`src/design/fsf_cfg.svh`:
```
/*
 constants of the feedback sampling filter: register offsets, field
 positions, reset values and timing counts.
 assumes a 125 MHz system clock and 32-bit apb data.
*/
// Function
// start only when input and temperature are in limits
// soft start, then charge output to target
// no protection at startup end: enter regulation
// regulated mode samples and filters feedback
// filtered value picks mode and switching parameters
// each parameter has its own update rate
// pull-up resistance selectable by configuration
// pull-up off during burst sleep
// sample at end of sense blanking
// notch after lock or dc held past blanking
// notch rejects line ripple or dither tone
// burst: low-pass only while pulses issued
// operation cycle default, or half-sine when locked
// filter state carried over on switches
`ifndef FSF_CFG_SVH
`define FSF_CFG_SVH

`define FSF_CLK_PERIOD_NS   8
`define FSF_OPC_PERIOD_NS   9823000
`define FSF_OPC_CYC         ((`FSF_OPC_PERIOD_NS) / (`FSF_CLK_PERIOD_NS))
`define FSF_SOFT_PERIOD_NS  2000000
`define FSF_SOFT_CYC        ((`FSF_SOFT_PERIOD_NS) / (`FSF_CLK_PERIOD_NS))

`define FSF_OFS_CTRL        8'h00
`define FSF_OFS_START       8'h04
`define FSF_OFS_VINLIM      8'h08
`define FSF_OFS_THR         8'h0C
`define FSF_OFS_TEMPLIM     8'h10
`define FSF_OFS_STATUS      8'h14
`define FSF_OFS_FILT        8'h18
`define FSF_OFS_PARAM       8'h1C

`define FSF_CTRL_EN_BIT     0
`define FSF_CTRL_PU_LSB     4
`define FSF_START_BLK_LSB   16
`define FSF_HI_LSB          16
`define FSF_ST_MODE_LSB     4
`define FSF_ST_NOTCH_BIT    8
`define FSF_PAR_VAL_LSB     12
`define FSF_PAR_BST_LSB     16

`define FSF_CTRL_RST        32'h0000_0000
`define FSF_START_RST       32'h0004_0C00
`define FSF_VINLIM_RST      32'h0E00_0200
`define FSF_THR_RST         32'h0400_0100
`define FSF_TEMPLIM_RST     32'h0000_00C0

`define FSF_LP_SHIFT        3
`define FSF_VALLEY_DIV      2

`endif

```
`src/design/fsf_pkg.sv`:
```
/*
 types of the feedback sampling filter.
 assumes fsf_cfg.svh holds all numeric constants.
*/
package fsf_pkg;

    typedef enum logic [2:0] {
        FSF_IDLE   = 3'b000,
        FSF_SOFT   = 3'b001,
        FSF_CHARGE = 3'b010,
        FSF_REG    = 3'b011,
        FSF_FAULT  = 3'b100
    } fsf_phase_e;

    typedef enum logic [1:0] {
        FSF_VALLEY = 2'b00,
        FSF_DCM    = 2'b01,
        FSF_BURST  = 2'b10
    } fsf_mode_e;

endpackage

```
`src/design/fsf_filter.sv`:
```
/*
 feedback sampling filter: startup sequencing, per-switching-cycle
 feedback sampling, low-pass / notch filtering and mode selection,
 with an apb register slave.
 assumes all inputs synchronous to clk_sys_i; the feedback sample is
 already converted and valid when blank_end_i pulses.
*/
// The register offsets and the APB register port were chosen for this implementation.
`timescale 1ns/1ps
`include "fsf_cfg.svh"

module fsf_filter
    import fsf_pkg::*;
#(
    parameter int FB_W     = 12,
    parameter int CNT_W    = 10,
    parameter int OPC_CYC  = `FSF_OPC_CYC,
    parameter int SOFT_CYC = `FSF_SOFT_CYC
) (
    input  wire logic             clk_sys_i,
    input  wire logic             reset_n_i,
    input  wire logic             psel_i,
    input  wire logic             penable_i,
    input  wire logic             pwrite_i,
    input  wire logic [7:0]       paddr_i,
    input  wire logic [31:0]      pwdata_i,
    output logic      [31:0]      prdata_o,
    output logic                  pready_o,
    output logic                  pslverr_o,
    input  wire logic [FB_W-1:0]  fb_sample_i,
    input  wire logic             blank_end_i,
    input  wire logic [FB_W-1:0]  vin_est_i,
    input  wire logic [7:0]       temp_est_i,
    input  wire logic [FB_W-1:0]  vout_est_i,
    input  wire logic             protect_i,
    input  wire logic             line_lock_i,
    input  wire logic             dc_input_i,
    input  wire logic             halfsine_tick_i,
    input  wire logic             burst_pulse_i,
    input  wire logic             burst_sleep_i,
    output logic      [2:0]       phase_o,
    output logic      [1:0]       mode_o,
    output logic                  notch_en_o,
    output logic      [FB_W-1:0]  filtered_feedback_value_o,
    output logic      [9:0]       on_time_o,
    output logic      [3:0]       valley_o,
    output logic      [9:0]       min_switch_period_o,
    output logic      [5:0]       burst_pulse_count_o,
    output logic                  feedback_pullup_en_o,
    output logic      [3:0]       feedback_pullup_select_o
);

    localparam int SUM_W = FB_W + CNT_W;

    if (FB_W < 10 || FB_W > 16 || CNT_W < 4 || OPC_CYC < 2
        || SOFT_CYC < 1) begin : g_chk
        $error("fsf_filter: unsupported parameter values");
    end

    ////////////////////////////////////////////////////////////////////
    // apb slave: one wait state, registered answer

    logic [31:0] ctrl_r;
    logic [31:0] start_r;
    logic [31:0] vinlim_r;
    logic [31:0] thr_r;
    logic [31:0] templim_r;
    logic        wr_go;
    logic        rd_go;
    logic        map_hit;
    logic [31:0] rd_val;

    assign wr_go = psel_i & penable_i & pready_o & pwrite_i;
    assign rd_go = psel_i & penable_i & ~pready_o;

    always_comb begin
        map_hit = 1'b1;
        rd_val  = 32'h0000_0000;
        unique case (paddr_i)
            `FSF_OFS_CTRL:    rd_val = ctrl_r;
            `FSF_OFS_START:   rd_val = start_r;
            `FSF_OFS_VINLIM:  rd_val = vinlim_r;
            `FSF_OFS_THR:     rd_val = thr_r;
            `FSF_OFS_TEMPLIM: rd_val = templim_r;
            `FSF_OFS_STATUS: begin
                rd_val[2:0] = phase_o;
                rd_val[`FSF_ST_MODE_LSB +: 2] = mode_o;
                rd_val[`FSF_ST_NOTCH_BIT] = notch_en_o;
            end
            `FSF_OFS_FILT:    rd_val[FB_W-1:0] = filtered_feedback_value_o;
            `FSF_OFS_PARAM: begin
                rd_val[9:0] = on_time_o;
                rd_val[`FSF_PAR_VAL_LSB +: 4] = valley_o;
                rd_val[`FSF_PAR_BST_LSB +: 6] = burst_pulse_count_o;
            end
            default:          map_hit = 1'b0;
        endcase
    end

    always_ff @(posedge clk_sys_i or negedge reset_n_i) begin
        if (!reset_n_i) begin
            pready_o  <= 1'b0;
            pslverr_o <= 1'b0;
            prdata_o  <= 32'h0000_0000;
        end else begin
            pready_o  <= rd_go;
            pslverr_o <= rd_go & ~map_hit;
            prdata_o  <= (rd_go & ~pwrite_i & map_hit) ? rd_val
                                                       : 32'h0000_0000;
        end
    end

    // read-only and unmapped words ignore writes
    always_ff @(posedge clk_sys_i or negedge reset_n_i) begin
        if (!reset_n_i) begin
            ctrl_r    <= `FSF_CTRL_RST;
            start_r   <= `FSF_START_RST;
            vinlim_r  <= `FSF_VINLIM_RST;
            thr_r     <= `FSF_THR_RST;
            templim_r <= `FSF_TEMPLIM_RST;
        end else if (wr_go) begin
            unique case (paddr_i)
                `FSF_OFS_CTRL:    ctrl_r    <= pwdata_i;
                `FSF_OFS_START:   start_r   <= pwdata_i;
                `FSF_OFS_VINLIM:  vinlim_r  <= pwdata_i;
                `FSF_OFS_THR:     thr_r     <= pwdata_i;
                `FSF_OFS_TEMPLIM: templim_r <= pwdata_i;
                default: ;
            endcase
        end
    end

    ////////////////////////////////////////////////////////////////////
    // startup sequencing

    fsf_phase_e  phase_r;
    logic [31:0] soft_cnt_r;
    logic        start_en;
    logic        pre_ok;

    assign start_en = ctrl_r[`FSF_CTRL_EN_BIT];
    assign pre_ok   = (vin_est_i >= vinlim_r[FB_W-1:0])
                    & (vin_est_i <= vinlim_r[`FSF_HI_LSB +: FB_W])
                    & (temp_est_i <= templim_r[7:0]);

    always_ff @(posedge clk_sys_i or negedge reset_n_i) begin
        if (!reset_n_i) begin
            phase_r    <= FSF_IDLE;
            soft_cnt_r <= 32'h0000_0000;
        end else if (protect_i && phase_r != FSF_IDLE) begin
            phase_r <= FSF_FAULT;
        end else begin
            unique case (phase_r)
                FSF_IDLE: if (start_en && pre_ok) begin
                    phase_r    <= FSF_SOFT;
                    soft_cnt_r <= 32'h0000_0000;
                end
                FSF_SOFT: begin
                    soft_cnt_r <= soft_cnt_r + 32'h0000_0001;
                    if (soft_cnt_r == 32'(SOFT_CYC - 1))
                        phase_r <= FSF_CHARGE;
                end
                FSF_CHARGE:
                    if (vout_est_i >= start_r[FB_W-1:0])
                        phase_r <= FSF_REG;
                FSF_REG: if (!start_en) phase_r <= FSF_IDLE;
                // auto-restart once protection clears
                FSF_FAULT: phase_r <= FSF_IDLE;
                default: phase_r <= FSF_IDLE;
            endcase
        end
    end

    logic in_reg;
    assign in_reg = (phase_r == FSF_REG);

    ////////////////////////////////////////////////////////////////////
    // operation cycle: free running, or half-sine when locked

    logic [31:0] opc_cnt_r;
    logic        opc_tick_r;
    logic        ac_lock;

    assign ac_lock = line_lock_i & ~dc_input_i;

    always_ff @(posedge clk_sys_i or negedge reset_n_i) begin
        if (!reset_n_i) begin
            opc_cnt_r  <= 32'h0000_0000;
            opc_tick_r <= 1'b0;
        end else begin
            opc_tick_r <= 1'b0;
            if (ac_lock ? halfsine_tick_i
                        : (opc_cnt_r >= 32'(OPC_CYC - 1))) begin
                opc_cnt_r  <= 32'h0000_0000;
                opc_tick_r <= 1'b1;
            end else begin
                opc_cnt_r <= opc_cnt_r + 32'h0000_0001;
            end
        end
    end

    ////////////////////////////////////////////////////////////////////
    // notch enable after lock or dc held past the blanking count

    fsf_mode_e  mode_r;
    logic [7:0] blk_cnt_r;
    logic       notch_r;
    logic       cond;

    assign cond = in_reg & (mode_r != FSF_BURST) & (ac_lock | dc_input_i);

    always_ff @(posedge clk_sys_i or negedge reset_n_i) begin
        if (!reset_n_i) begin
            blk_cnt_r <= 8'h00;
            notch_r   <= 1'b0;
        end else if (!cond) begin
            blk_cnt_r <= 8'h00;
            notch_r   <= 1'b0;
        end else if (opc_tick_r) begin
            if (blk_cnt_r > start_r[`FSF_START_BLK_LSB +: 8])
                notch_r <= 1'b1;
            else
                blk_cnt_r <= blk_cnt_r + 8'h01;
        end
    end

    ////////////////////////////////////////////////////////////////////
    // sampling, low-pass and notch filtering

    logic [FB_W-1:0]  filt_r;
    logic             take;
    logic signed [FB_W:0] lp_diff;
    logic signed [FB_W:0] lp_next;
    logic [SUM_W-1:0] sum_r;
    logic [CNT_W-1:0] cnt_r;
    logic             div_busy_r;
    logic [7:0]       div_step_r;
    logic [SUM_W-1:0] div_num_r;
    logic [CNT_W-1:0] div_den_r;
    logic [CNT_W-1:0] div_rem_r;
    logic [FB_W-1:0]  div_q_r;
    logic [CNT_W:0]   rem_sh;

    // burst filters only while pulses go out; sleep samples are noise
    assign take = in_reg & blank_end_i
                & ((mode_r != FSF_BURST) | burst_pulse_i);
    assign lp_diff = $signed({1'b0, fb_sample_i})
                   - $signed({1'b0, filt_r});
    assign lp_next = $signed({1'b0, filt_r})
                   + (lp_diff >>> `FSF_LP_SHIFT);
    assign rem_sh  = {div_rem_r, div_num_r[SUM_W-1]};

    // notch: mean over one operation cycle, a comb with zeros at the
    // ripple or dither tone since the cycle tracks its period
    always_ff @(posedge clk_sys_i or negedge reset_n_i) begin
        if (!reset_n_i) begin
            sum_r <= '0;
            cnt_r <= '0;
        end else if (!notch_r || opc_tick_r) begin
            sum_r <= '0;
            cnt_r <= '0;
        end else if (take && cnt_r != '1) begin
            sum_r <= sum_r + SUM_W'(fb_sample_i);
            cnt_r <= cnt_r + CNT_W'(1);
        end
    end

    // serial divider trades latency for area; result lands well
    // inside the next operation cycle
    always_ff @(posedge clk_sys_i or negedge reset_n_i) begin
        if (!reset_n_i) begin
            div_busy_r <= 1'b0;
            div_step_r <= 8'h00;
            div_num_r  <= '0;
            div_den_r  <= '0;
            div_rem_r  <= '0;
            div_q_r    <= '0;
        end else if (notch_r && opc_tick_r && cnt_r != '0) begin
            div_busy_r <= 1'b1;
            div_step_r <= 8'(SUM_W);
            div_num_r  <= sum_r;
            div_den_r  <= cnt_r;
            div_rem_r  <= '0;
            div_q_r    <= '0;
        end else if (div_busy_r) begin
            div_num_r  <= {div_num_r[SUM_W-2:0], 1'b0};
            div_step_r <= div_step_r - 8'h01;
            div_busy_r <= (div_step_r != 8'h01);
            if (rem_sh >= {1'b0, div_den_r}) begin
                div_rem_r <= CNT_W'(rem_sh - {1'b0, div_den_r});
                div_q_r   <= {div_q_r[FB_W-2:0], 1'b1};
            end else begin
                div_rem_r <= rem_sh[CNT_W-1:0];
                div_q_r   <= {div_q_r[FB_W-2:0], 1'b0};
            end
        end
    end

    // one state for both filters, so a switch never steps the output
    always_ff @(posedge clk_sys_i or negedge reset_n_i) begin
        if (!reset_n_i) begin
            filt_r <= '0;
        end else if (!(notch_r && cond)) begin
            if (take)
                filt_r <= lp_next[FB_W-1:0];
        end else if (div_busy_r && div_step_r == 8'h01) begin
            filt_r <= (rem_sh >= {1'b0, div_den_r})
                    ? {div_q_r[FB_W-2:0], 1'b1}
                    : {div_q_r[FB_W-2:0], 1'b0};
        end
    end

    ////////////////////////////////////////////////////////////////////
    // mode selection and switching parameters, per operation cycle

    logic [3:0] vdiv_r;
    logic [3:0] valley_nxt;

    assign valley_nxt = 4'hF - filt_r[FB_W-1 -: 4];

    always_ff @(posedge clk_sys_i or negedge reset_n_i) begin
        if (!reset_n_i) begin
            mode_r              <= FSF_VALLEY;
            on_time_o           <= 10'h000;
            min_switch_period_o <= 10'h3FF;
            burst_pulse_count_o <= 6'h00;
        end else if (in_reg && opc_tick_r) begin
            if (filt_r < thr_r[FB_W-1:0])
                mode_r <= FSF_BURST;
            else if (filt_r < thr_r[`FSF_HI_LSB +: FB_W])
                mode_r <= FSF_DCM;
            else
                mode_r <= FSF_VALLEY;
            on_time_o <= filt_r[FB_W-1 -: 10];
            if (mode_r != FSF_BURST)
                min_switch_period_o <= ~filt_r[FB_W-1 -: 10];
            else
                burst_pulse_count_o <= filt_r[FB_W-1 -: 6];
        end
    end

    // valley number moves slower than on-time to stay steady
    always_ff @(posedge clk_sys_i or negedge reset_n_i) begin
        if (!reset_n_i) begin
            vdiv_r   <= 4'h0;
            valley_o <= 4'h1;
        end else if (in_reg && opc_tick_r && mode_r != FSF_BURST) begin
            if (vdiv_r >= 4'(`FSF_VALLEY_DIV - 1)) begin
                vdiv_r   <= 4'h0;
                valley_o <= valley_nxt;
            end else begin
                vdiv_r <= vdiv_r + 4'h1;
            end
        end
    end

    ////////////////////////////////////////////////////////////////////
    // pull-up control and status outputs

    always_ff @(posedge clk_sys_i or negedge reset_n_i) begin
        if (!reset_n_i) begin
            feedback_pullup_en_o      <= 1'b0;
            feedback_pullup_select_o  <= 4'h0;
            phase_o                   <= 3'b000;
            mode_o                    <= 2'b00;
            notch_en_o                <= 1'b0;
            filtered_feedback_value_o <= '0;
        end else begin
            feedback_pullup_en_o <= (phase_r != FSF_IDLE)
                & ~((mode_r == FSF_BURST) & burst_sleep_i);
            feedback_pullup_select_o <= ctrl_r[`FSF_CTRL_PU_LSB +: 4];
            phase_o                   <= phase_r;
            mode_o                    <= mode_r;
            notch_en_o                <= notch_r & cond;
            filtered_feedback_value_o <= filt_r;
        end
    end

endmodule

```
`config.mk`:
```
export PLATFORM = sky130hd
export DESIGN_NAME = fsf_filter
export DESIGN_NICKNAME = d
export VERILOG_FILES = /design/src/design/fsf_pkg.sv /design/src/design/fsf_filter.sv
export VERILOG_INCLUDE_DIRS = /design/src /design/src/design
export SDC_FILE = /design/constraint.sdc
export NUM_CORES = 1
export LEC_CHECK = 0
export BUFFER_PORTS_ARGS = -buffer_cell sky130_fd_sc_hd__buf_2
export CORE_AREA = 2 2 195 197
export CTS_CLUSTER_SIZE = 8
export DETAILED_ROUTE_END_ITERATION = 10
export DIE_AREA = 0 0 197 199
export PLACE_DENSITY = 0.84
export RECOVER_POWER = 100
export SLEW_MARGIN = 20
export SYNTH_ARGS = -nofsm -noshare
export SYNTH_HDL_FRONTEND = slang
export SYNTH_SLANG_ARGS = --single-unit
```
`constraint.sdc`:
```
create_clock -name clk_sys_i -period 4.4 [get_ports clk_sys_i]
set_input_delay 0.88 -clock clk_sys_i [delete_from_list [all_inputs] [get_ports clk_sys_i]]
set_output_delay 0.88 -clock clk_sys_i [all_outputs]
set_load 0.005 [all_outputs]
```
======== After elaboration in Yosys (flattened, before gate mapping) ========
Cells that the tools add are included.
word-level totals
  bits in writable memories ............... 0
  ROM bits ................................ 0
  output and inout bits ................... 87
  bits in registers ....................... 436
  latch bits .............................. 0
  memories ................................ 0
cells by class
  mux-type cells .......................... 50
  reductions and logical operators ........ 33
  divide/modulo/power cells ............... 0
  equal/unequal tests ..................... 25
  multipliers ............................. 0
  magnitude comparators ................... 10
  $add $sub $neg .......................... 11
  bitwise gates (word level) .............. 27
  shift-type cells ........................ 0
operator list
  kind                                                                                    number
  32-bit two-way mux                                                                      3
  22-bit two-way mux                                                                      4
  32-bit by 1-bit adder with 32-bit output (second input constant)                        2
  32-bit one-hot mux with 2 select lines                                                  1
  10-bit one-hot mux with 6 select lines                                                  1
  10-bit two-way mux                                                                      5
  10-bit one-hot mux with 5 select lines                                                  1
  8-bit two-way mux                                                                       5
  12-bit two-way mux                                                                      3
  32-bit by 18-bit equality test with 1-bit output (second input constant)                1
  8-bit by 5-bit equality test with 1-bit output (second input constant)                  4
  32-bit by 21-bit greater-or-equal comparator with 1-bit output (second input constant)  1
  12-bit greater-or-equal comparator                                                      2
  12-bit < comparator                                                                     2
  3-bit one-hot mux with 8 select lines                                                   1
  22-bit by 12-bit adder with 22-bit output                                               1
  11-bit two-way mux                                                                      2
  2-bit AND reduction                                                                     11
  1-bit bitwise AND                                                                       17
  8-bit by 4-bit equality test with 1-bit output (second input constant)                  2
  2-bit one-hot mux with 8 select lines                                                   1
  3-bit two-way mux                                                                       5
  1-bit one-hot mux with 7 select lines                                                   2
  2-bit one-hot mux with 7 select lines                                                   1
  other kinds (44)                                                                        78

======== Longest topological paths before layout ========
Gate-level depths: netlist of run 1.
  depth in word-level cells ............... 7
  depth in mapped cells ................... 19

======== Worst setup path after synthesis of run 1 ========
No wires, ideal clock.
  kind .................................... input-to-reg
  start ................................... in fb_sample_i[2]
  end ..................................... reg filt_r[11]
  slack ................................... 0.601 ns
  setup time .............................. 0.126 ns
  stages on the path ...................... 18
  data arrival time ....................... 3.673 ns
  buffers on the path ..................... 0
  cell sequence ........................... ha_1 a21oi_1 o21ai_0 a21oi_1 nor2b_1 nor2_1 nor2b_1 nor2_1 xnor2_1 ha_1 o21ai_0 o21bai_1 o311ai_0 o21ai_0 o31ai_1 nor3_1 nand3b_1 mux2i_1
on the way
  longest elaborated chain between the ends .. 4
ends and longest elaborated chain
  element                                         line               RTL
  start, declared                                 fsf_filter.sv:30   input wire logic [FB_W-1:0] fb_sample_i,
  12-bit by 12-bit subtractor with 13-bit output  fsf_filter.sv:248  - $signed({1'b0, filt_r});
  12-bit by 10-bit adder with 12-bit output       fsf_filter.sv:249  assign lp_next = $signed({1'b0, filt_r})
  12-bit two-way mux                              fsf_filter.sv:304  if (take)
  12-bit two-way mux                              fsf_filter.sv:303  end else if (!(notch_r && cond)) begin
  end signal, assigned                            fsf_filter.sv:305  filt_r <= lp_next[FB_W-1:0];
  end signal, assigned                            fsf_filter.sv:307  filt_r <= (rem_sh >= {1'b0, div_den_r})
  end, declared                                   fsf_filter.sv:230  logic [FB_W-1:0] filt_r;
No other way between the ends. The select of a mux whose other input is x is not followed.
A chain may end at the register's enable or synchronous reset.

======== Final worst setup path of run 1 ========
  start ................................... in paddr_i[3]
  end ..................................... reg vinlim_r[27]
on the way
  longest elaborated chain between the ends .. 2
ends and longest elaborated chain
  element                                         line               RTL
  start, declared                                 fsf_filter.sv:25   input wire logic [7:0] paddr_i,
  8-bit by 4-bit equality test with 1-bit output  fsf_filter.sv:122  unique case (paddr_i)
  2-bit AND reduction (no line)                   -
  end signal, assigned                            fsf_filter.sv:118  vinlim_r <= `FSF_VINLIM_RST;
  end signal, assigned                            fsf_filter.sv:125  `FSF_OFS_VINLIM: vinlim_r <= pwdata_i;
  end, declared                                   fsf_filter.sv:65   logic [31:0] vinlim_r;
No other way between the ends.

==> results.py, run 1 <==
metrics = {
    "outcome": {
        "outcome": "finished with violations",
        "violations": "max-capacitance violations, max-slew violations",
    },
    "route": {
        "detail_route.first_pass.iterations": 5,
        "drt-initial-drc-count": 1264,
        "routed_wl_mm": 59.2,
        "viasPerCell": 6.13,
        "routedWlPerCell_um": 20.6,
        "ant_nets": 0,
        "drcViolationCount": 0,
        "vias": 17600,
    },
    "synth": {
        "synthCells": 2172,
        "yosysSeqAreaShare": 0.491,
        "synth_nets": 2402,
        "async_flop_share": 1.00,
        "syn_area_mm2": 0.0223,
        "synth_cell_type_count": 65,
        "synth-main-ff-cell": "dfrtp_1",
        "synth_edf_count": 0,
        "ys_warn_count": 0,
        "syn_area_per_cell_um2": 10.2,
        "ys_ff_latch": 436,
    },
    "critical_path": {
        "ff2ff_setup_slack_ns": 0.45,
        "critPathLaunch": "paddr_i[3]",
        "r2r_end": "filt_r[11]$_DFFE_PN0P_",
        "cp-endpoint": "vinlim_r[27]$_DFFE_PN1P_",
        "max_stage_delay_ns": 1.14,
        "worstPathRequired_ns": 4.93,
        "crit_slowest_cell": "clkbuf_1",
        "worst-path-max-fanout": 30,
        "crit_type": "in2reg",
        "worst_ep_arrival_time_ns": 4.59,
        "r2r_cells": 19,
        "crit_chain": "clkbuf_1 -> nand2_1 -> nor2_1 -> clkbuf_1 -> clkbuf_2 -> nand2_1 -> o21ai_0",
        "worstSetupStartpointType": "input port",
        "reg2reg_from": "filt_r[1]$_DFFE_PN0P_",
        "crit_path_end_kind": "flop",
    },
    "clock_network": {
        "htreeDepth": 2,
        "clk_pin_slew_ns": 0.05,
        "clk_latency_ns": 0.62,
        "cts.repair.resized": 0,
        "cts_num_sinks": 436,
        "hold_buffers": 0,
        "cts_tree": "built",
        "cts_made_buffers": 60,
        "root_buffer": "clkbuf_16",
        "post_cts_buffers": 0,
        "cts_buffer_depth": 3,
    },
    "die": {
        "fp.dieW_um": 197,
        "io_pins": 183,
        "core_mm2": 0.0371,
        "rows": 71,
        "start_util": 0.599,
        "design.die.area_mm2": 0.0392,
        "die_h_um": 199,
    },
    "placed_design": {
        "place_area_mm2": 0.0238,
        "place_ws_ns": -0.0109,
        "dp_cells": 2774,
        "portBuffers": 182,
        "dpl.hpwl_mm": 40.6,
        "place.gp.congestion": 0.917,
    },
    "pwr": {
        "p_per_area_mw_per_mm2": 346,
        "ir_drop_mv": 0.321,
        "p_leak_nw": 12.2,
    },
    "sta": {
        "fin_ws_ns": 0.339,
        "slew_violations": 248,
        "slew_headroom": -0.549,
        "fin_crit_ns": 4.06,
        "hold_slack_ns": 0.398,
        "hold_viol": 0,
        "worst_slew_pin_slew_ns": 2.31,
        "fin_crit_sh": 0.923,
        "rsz0062_at_grt": "false",
        "fmax_mhz": 246,
        "finalSetupViolCount": 0,
        "finalClockSkew_ns": 0.0211,
    },
    "finish": {
        "fin_cells": 2879,
        "seq_area_mm2": 0.0109,
        "fin_area_mm2": 0.0253,
        "most-common-layout-cells": "413 x dfrtp_1, 218 x nand2_1, 184 x nor2_1",
        "finalNetCount": 2592,
        "nFillCells": 2695,
        "final_common_cell": "dfrtp_1",
        "multi_input_area_mm2": 0.0105,
        "synthToLayoutAreaGrowth_pct": 13.6,
        "drive_gt1_frac": 0.154,
    },
    "global_routing": {
        "gr-total-overflow": 0,
        "antenna_found_initial": 2,
        "grt_first_pass_wirelength_mm": 93.8,
        "grt_pass1_vias": 18100,
        "grt_max_degree": 96,
        "grt_use_total": 0.305,
    },
    "min_path": {
        "hp-class": "reg2reg",
    },
    "job": {
        "cap_violations": 7,
    },
}
## through the flow
stage | TNS (ns) | utilization | total power, mW
after global routing | 0 | 0.681 | 9.03
after floorplan | 0 | - | 4.33
after detailed placement | -0.0109 | 0.642 | 4.56
after CTS | 0 | 0.688 | 8.80
final | 0 | 0.681 | 8.76
after global placement | 0 | 0.642 | 4.54
## Yosys cell counts (4+ instances only)
master / n / area, µm²
buf_1: 16 / 60.1
clkbuf_1: 71 / 267
inv_1: 120 / 450
o21ai_0: 162 / 811
xor2_1: 64 / 561
a21oi_1: 106 / 531
or3_1: 9 / 56.3
nand2_1: 218 / 818
mux2i_1: 79 / 791
a22oi_1: 25 / 188
nand3_1: 49 / 245
o21bai_1: 5 / 37.5
nor2_1: 183 / 687
nand4_1: 24 / 150
xnor2_1: 50 / 438
o22ai_1: 19 / 119
nor3_1: 20 / 100
o31ai_1: 7 / 52.6
and2_1: 6 / 37.5
mux2_2: 121 / 1360
dfstp_2: 22 / 578
nor2b_1: 18 / 113
or2_2: 4 / 25.0
ha_1: 131 / 1640
a211oi_1: 22 / 165
a221oi_1: 29 / 254
a21o_1: 34 / 255
buf_2: 4 / 20.0
o21a_1: 10 / 75.1
a31oi_1: 4 / 25.0
dfrtp_1: 414 / 10400
o211ai_1: 6 / 45.0
and4_1: 9 / 78.8
and3_1: 26 / 163
nand2b_1: 24 / 150
a211o_1: 5 / 43.8
nor4_1: 15 / 93.8
## layer usage
metal / vias to the layer above / track usage / wire (µm)
li1: 7996 / - / -
met5: - / 0 / 12
met2: 723 / 0.508 / 28400
met3: 205 / 0.0604 / 4400
met4: 2 / 0.189 / 3550
met1: 8723 / 0.369 / 22800
## sequential cells by signal (all words and copies together) (netlist names), 6 cells and up
name / flops
div_den_r: 10
min_switch_period_o: 10
start_r: 32
blk_cnt_r: 8
div_num_r: 22
templim_r: 32
div_step_r: 8
filtered_feedback_value_o: 12
cnt_r: 10
filt_r: 12
burst_pulse_count_o: 6
vinlim_r: 32
div_q_r: 11
prdata_o: 32
opc_cnt_r: 32
div_rem_r: 10
sum_r: 22
soft_cnt_r: 32
on_time_o: 10
thr_r: 32
ctrl_r: 32
## layout make-up
type                       count  share of cell area
clock buffer                 101              0.0659
antenna                        1           0.0000990
sequential                   436               0.433
timing repair buffer         221              0.0436
clock inverter                 3             0.00178
tap                          474              0.0235
inverter                     120              0.0178
multi-input combinational   1523               0.415
## worst min-delay path by stage
stage                     cells after the start                                     to                  start
after floorplan                               0  feedback_pullup_select_o[1]$_DFF_PN0_  ctrl_r[5]$_DFFE_PN0P_
after global placement                        0  feedback_pullup_select_o[2]$_DFF_PN0_  ctrl_r[6]$_DFFE_PN0P_
after detailed placement                      0  feedback_pullup_select_o[1]$_DFF_PN0_  ctrl_r[5]$_DFFE_PN0P_
after CTS                                     1              templim_r[29]$_DFFE_PN0P_              reset_n_i
after global routing                          0  feedback_pullup_select_o[2]$_DFF_PN0_  ctrl_r[6]$_DFFE_PN0P_
final                                         0  feedback_pullup_select_o[1]$_DFF_PN0_  ctrl_r[5]$_DFFE_PN0P_
## cells by family (layout without fill, tap and decap cells)
kind of cell             after synthesis  after routing  synth area share
AO/OA/AOI/OAI                        450            450             0.124
XOR/XNOR                             114            114            0.0449
adder cells (fa/ha/maj)              134            134            0.0763
buffers and inverters                213            445            0.0365
flip-flops                           436            436             0.491
multiplexers                         200            200            0.0967
other                                  0              1                 0
AND/OR/NAND/NOR                      625            625             0.130
## worst max-delay path, delay by kind of cell
kind,cells,cell delay [ns]
AND/OR/NAND/NOR,3,1.19
buffers and inverters,3,2.41
AO/OA/AOI/OAI,1,0.09
## power breakdown
part | switching (mW) | total (mW) | internal, mW
Clock | 1.72 | 4.26 | 2.54
Sequential | 0.0302 | 4.07 | 4.04
Combinational | 0.271 | 0.422 | 0.152
Total | 2.02 | 8.76 | 6.74
Power figures use the tool's default switching activity.
==> run 2: changes to the inputs <==
--- a/config.mk
+++ b/config.mk
@@ -7,11 +7,11 @@
 export NUM_CORES = 1
 export LEC_CHECK = 0
 export BUFFER_PORTS_ARGS = -buffer_cell sky130_fd_sc_hd__buf_2
-export CORE_AREA = 2 2 195 197
+export CORE_AREA = 2 2 236 238
 export CTS_CLUSTER_SIZE = 8
 export DETAILED_ROUTE_END_ITERATION = 10
-export DIE_AREA = 0 0 197 199
-export PLACE_DENSITY = 0.84
+export DIE_AREA = 0 0 238 240
+export PLACE_DENSITY = 0.62
 export RECOVER_POWER = 100
 export SLEW_MARGIN = 20
 export SYNTH_ARGS = -nofsm -noshare
==> results.py, run 2 (same netlist as run 1, synthesis figures left out) <==
metrics = {
    "sta": {
        "setup-tns-final_ns": 0,
        "fin_crit_sh": 0.889,
        "hold_viol": 0,
        "slew_headroom": -1.45,
        "slew_violations": 235,
        "finalClockSkew_ns": 0.0278,
        "finalSetupViolCount": 0,
        "rsz0062_at_grt": "false",
        "worst_slew_pin_slew_ns": 3.68,
        "fin_crit_ns": 3.91,
        "fmax_mhz": 256,
    },
    "critical_path": {
        "r2r_end": "filt_r[11]$_DFFE_PN0P_",
        "worstPathRequired_ns": 4.90,
        "worst_ep_arrival_time_ns": 4.41,
        "crit_path_end_kind": "flop",
        "ff2ff_setup_slack_ns": 0.51,
        "worst-path-max-fanout": 50,
        "r2r_cells": 16,
        "crit_type": "in2reg",
        "reg2reg_from": "filt_r[4]$_DFFE_PN0P_",
        "worstSetupStartpointType": "input port",
    },
    "route": {
        "viasPerCell": 5.47,
        "ant_nets": 0,
        "drt-initial-drc-count": 1060,
        "detail_route.first_pass.iterations": 6,
        "vias": 17000,
        "routed_wl_mm": 60.9,
        "routedWlPerCell_um": 19.6,
        "drcViolationCount": 0,
    },
    "clock_network": {
        "cts_made_buffers": 61,
        "clk_pin_slew_ns": 0.05,
        "clk_latency_ns": 0.63,
        "hold_buffers": 0,
        "cts_num_sinks": 436,
        "cts.repair.resized": 0,
        "root_buffer": "clkbuf_16",
        "cts_tree": "built",
        "cts_buffer_depth": 3,
        "htreeDepth": 2,
        "post_cts_buffers": 0,
    },
    "global_routing": {
        "grt_max_degree": 123,
        "gr-total-overflow": 0,
        "antenna_found_initial": 0,
        "grt_use_total": 0.215,
        "grt_first_pass_wirelength_mm": 96.1,
        "grt_pass1_vias": 17000,
    },
    "finish": {
        "finalNetCount": 2594,
        "synthToLayoutAreaGrowth_pct": 15.0,
        "most-common-layout-cells": "413 x dfrtp_1, 218 x nand2_1, 183 x nor2_1",
        "antenna_cells": 0,
        "final_common_cell": "dfrtp_1",
        "fin_cells": 3102,
        "nFillCells": 5103,
        "drive_gt1_frac": 0.159,
    },
    "die": {
        "rows": 86,
        "design.die.area_mm2": 0.0571,
        "fp.dieW_um": 238,
        "core_mm2": 0.0547,
        "io_pins": 183,
        "start_util": 0.407,
        "die_h_um": 240,
    },
    "pwr": {
        "p_leak_nw": 12.2,
        "ir_drop_mv": 0.305,
        "pwr-share-clk": 0.488,
        "seqPwrFrac": 0.464,
        "p_per_area_mw_per_mm2": 343,
        "internal_power_mw": 6.74,
        "p_comb_frac": 0.048,
        "power.switching_mw": 2.04,
        "p_sw_frac": 0.232,
    },
    "min_path": {
        "holdCritStartpoint": "ctrl_r[5]$_DFFE_PN0P_",
        "holdPathEnd": "feedback_pullup_select_o[1]$_DFF_PN0_",
        "whs_path_depth": 0,
        "hp-class": "reg2reg",
    },
    "placed_design": {
        "dpl.hpwl_mm": 43.3,
        "place.gp.congestion": 0.889,
        "portBuffers": 182,
        "dp_cells": 3004,
    },
    "outcome": {
        "outcome": "finished with violations",
        "violations": "max-capacitance violations, max-slew violations",
    },
    "job": {
        "cap_violations": 6,
    },
}
run 2: worst max path at each step:
stage                          start                        to  depth (start not counted)
5_1_grt        filt_r[4]$_DFFE_PN0P_    filt_r[11]$_DFFE_PN0P_                         17
4_1_cts        filt_r[4]$_DFFE_PN0P_    filt_r[11]$_DFFE_PN0P_                         16
3_3_place_gp          fb_sample_i[2]    filt_r[11]$_DFFE_PN0P_                         19
6_report                  paddr_i[1]  vinlim_r[30]$_DFFE_PN0P_                          7
3_5_place_dp          fb_sample_i[2]    filt_r[11]$_DFFE_PN0P_                         19
2_1_floorplan         fb_sample_i[2]    filt_r[11]$_DFFE_PN0P_                         18
run 2: layout make-up:
type | count | area (µm²) | area share
clock buffer | 92 | 1650 | 0.0646
clock inverter | 5 | 51.3 | 0.00200
inverter | 120 | 450 | 0.0176
multi-input combinational | 1523 | 10500 | 0.410
sequential | 436 | 10900 | 0.428
tap | 704 | 881 | 0.0344
timing repair buffer | 222 | 1110 | 0.0434
run 2: power by group through the flow:
| stage | logic, mW | clock network [mW] | registers [mW] |
|---|---|---|---|
| 6_report | 0.423 | 4.29 | 4.07 |
| 5_1_grt | 0.482 | 4.55 | 4.07 |
| 2_1_floorplan | 0.203 | 0 | 4.13 |
| 4_1_cts | 0.433 | 4.39 | 4.07 |
| 3_5_place_dp | 0.430 | 0 | 4.14 |
| 3_3_place_gp | 0.417 | 0 | 4.14 |
run 2: critical path, cell delays in order:
cell and delay (ns):
buf_2 0.09, nor3_1 0.23, nand2_1 0.30, or3_1 0.45
nor2_1 0.45, clkbuf_1 1.53, mux2_2 0.46
run 2: through the flow:
step / power (mW) / cell area (µm²) / util / setup WS (ns) / hold WS, ns
6_report: 8.78 / 25600 / 0.468 / 0.488 / 0.394
5_1_grt: 9.11 / 25600 / 0.468 / 0.0260 / 0.408
4_1_cts: 8.89 / 25800 / 0.472 / 0.470 / 0.198
3_5_place_dp: 4.57 / 24100 / 0.441 / 0.0479 / 0.382
3_3_place_gp: 4.55 / 24100 / 0.441 / 0.124 / 0.384
2_1_floorplan: 4.33 / 22300 / - / 0.601 / 0.365
run 2: routing by layer:
metal  vias up  wire length, µm  part of all wire  track usage
met5         -                0                 0            0
met4         0             1720             0.028       0.0602
met3       110             3280             0.054       0.0396
met2       399            28900              0.48        0.361
met1      8479            26900              0.44        0.284
li1       7994                -                 -            -
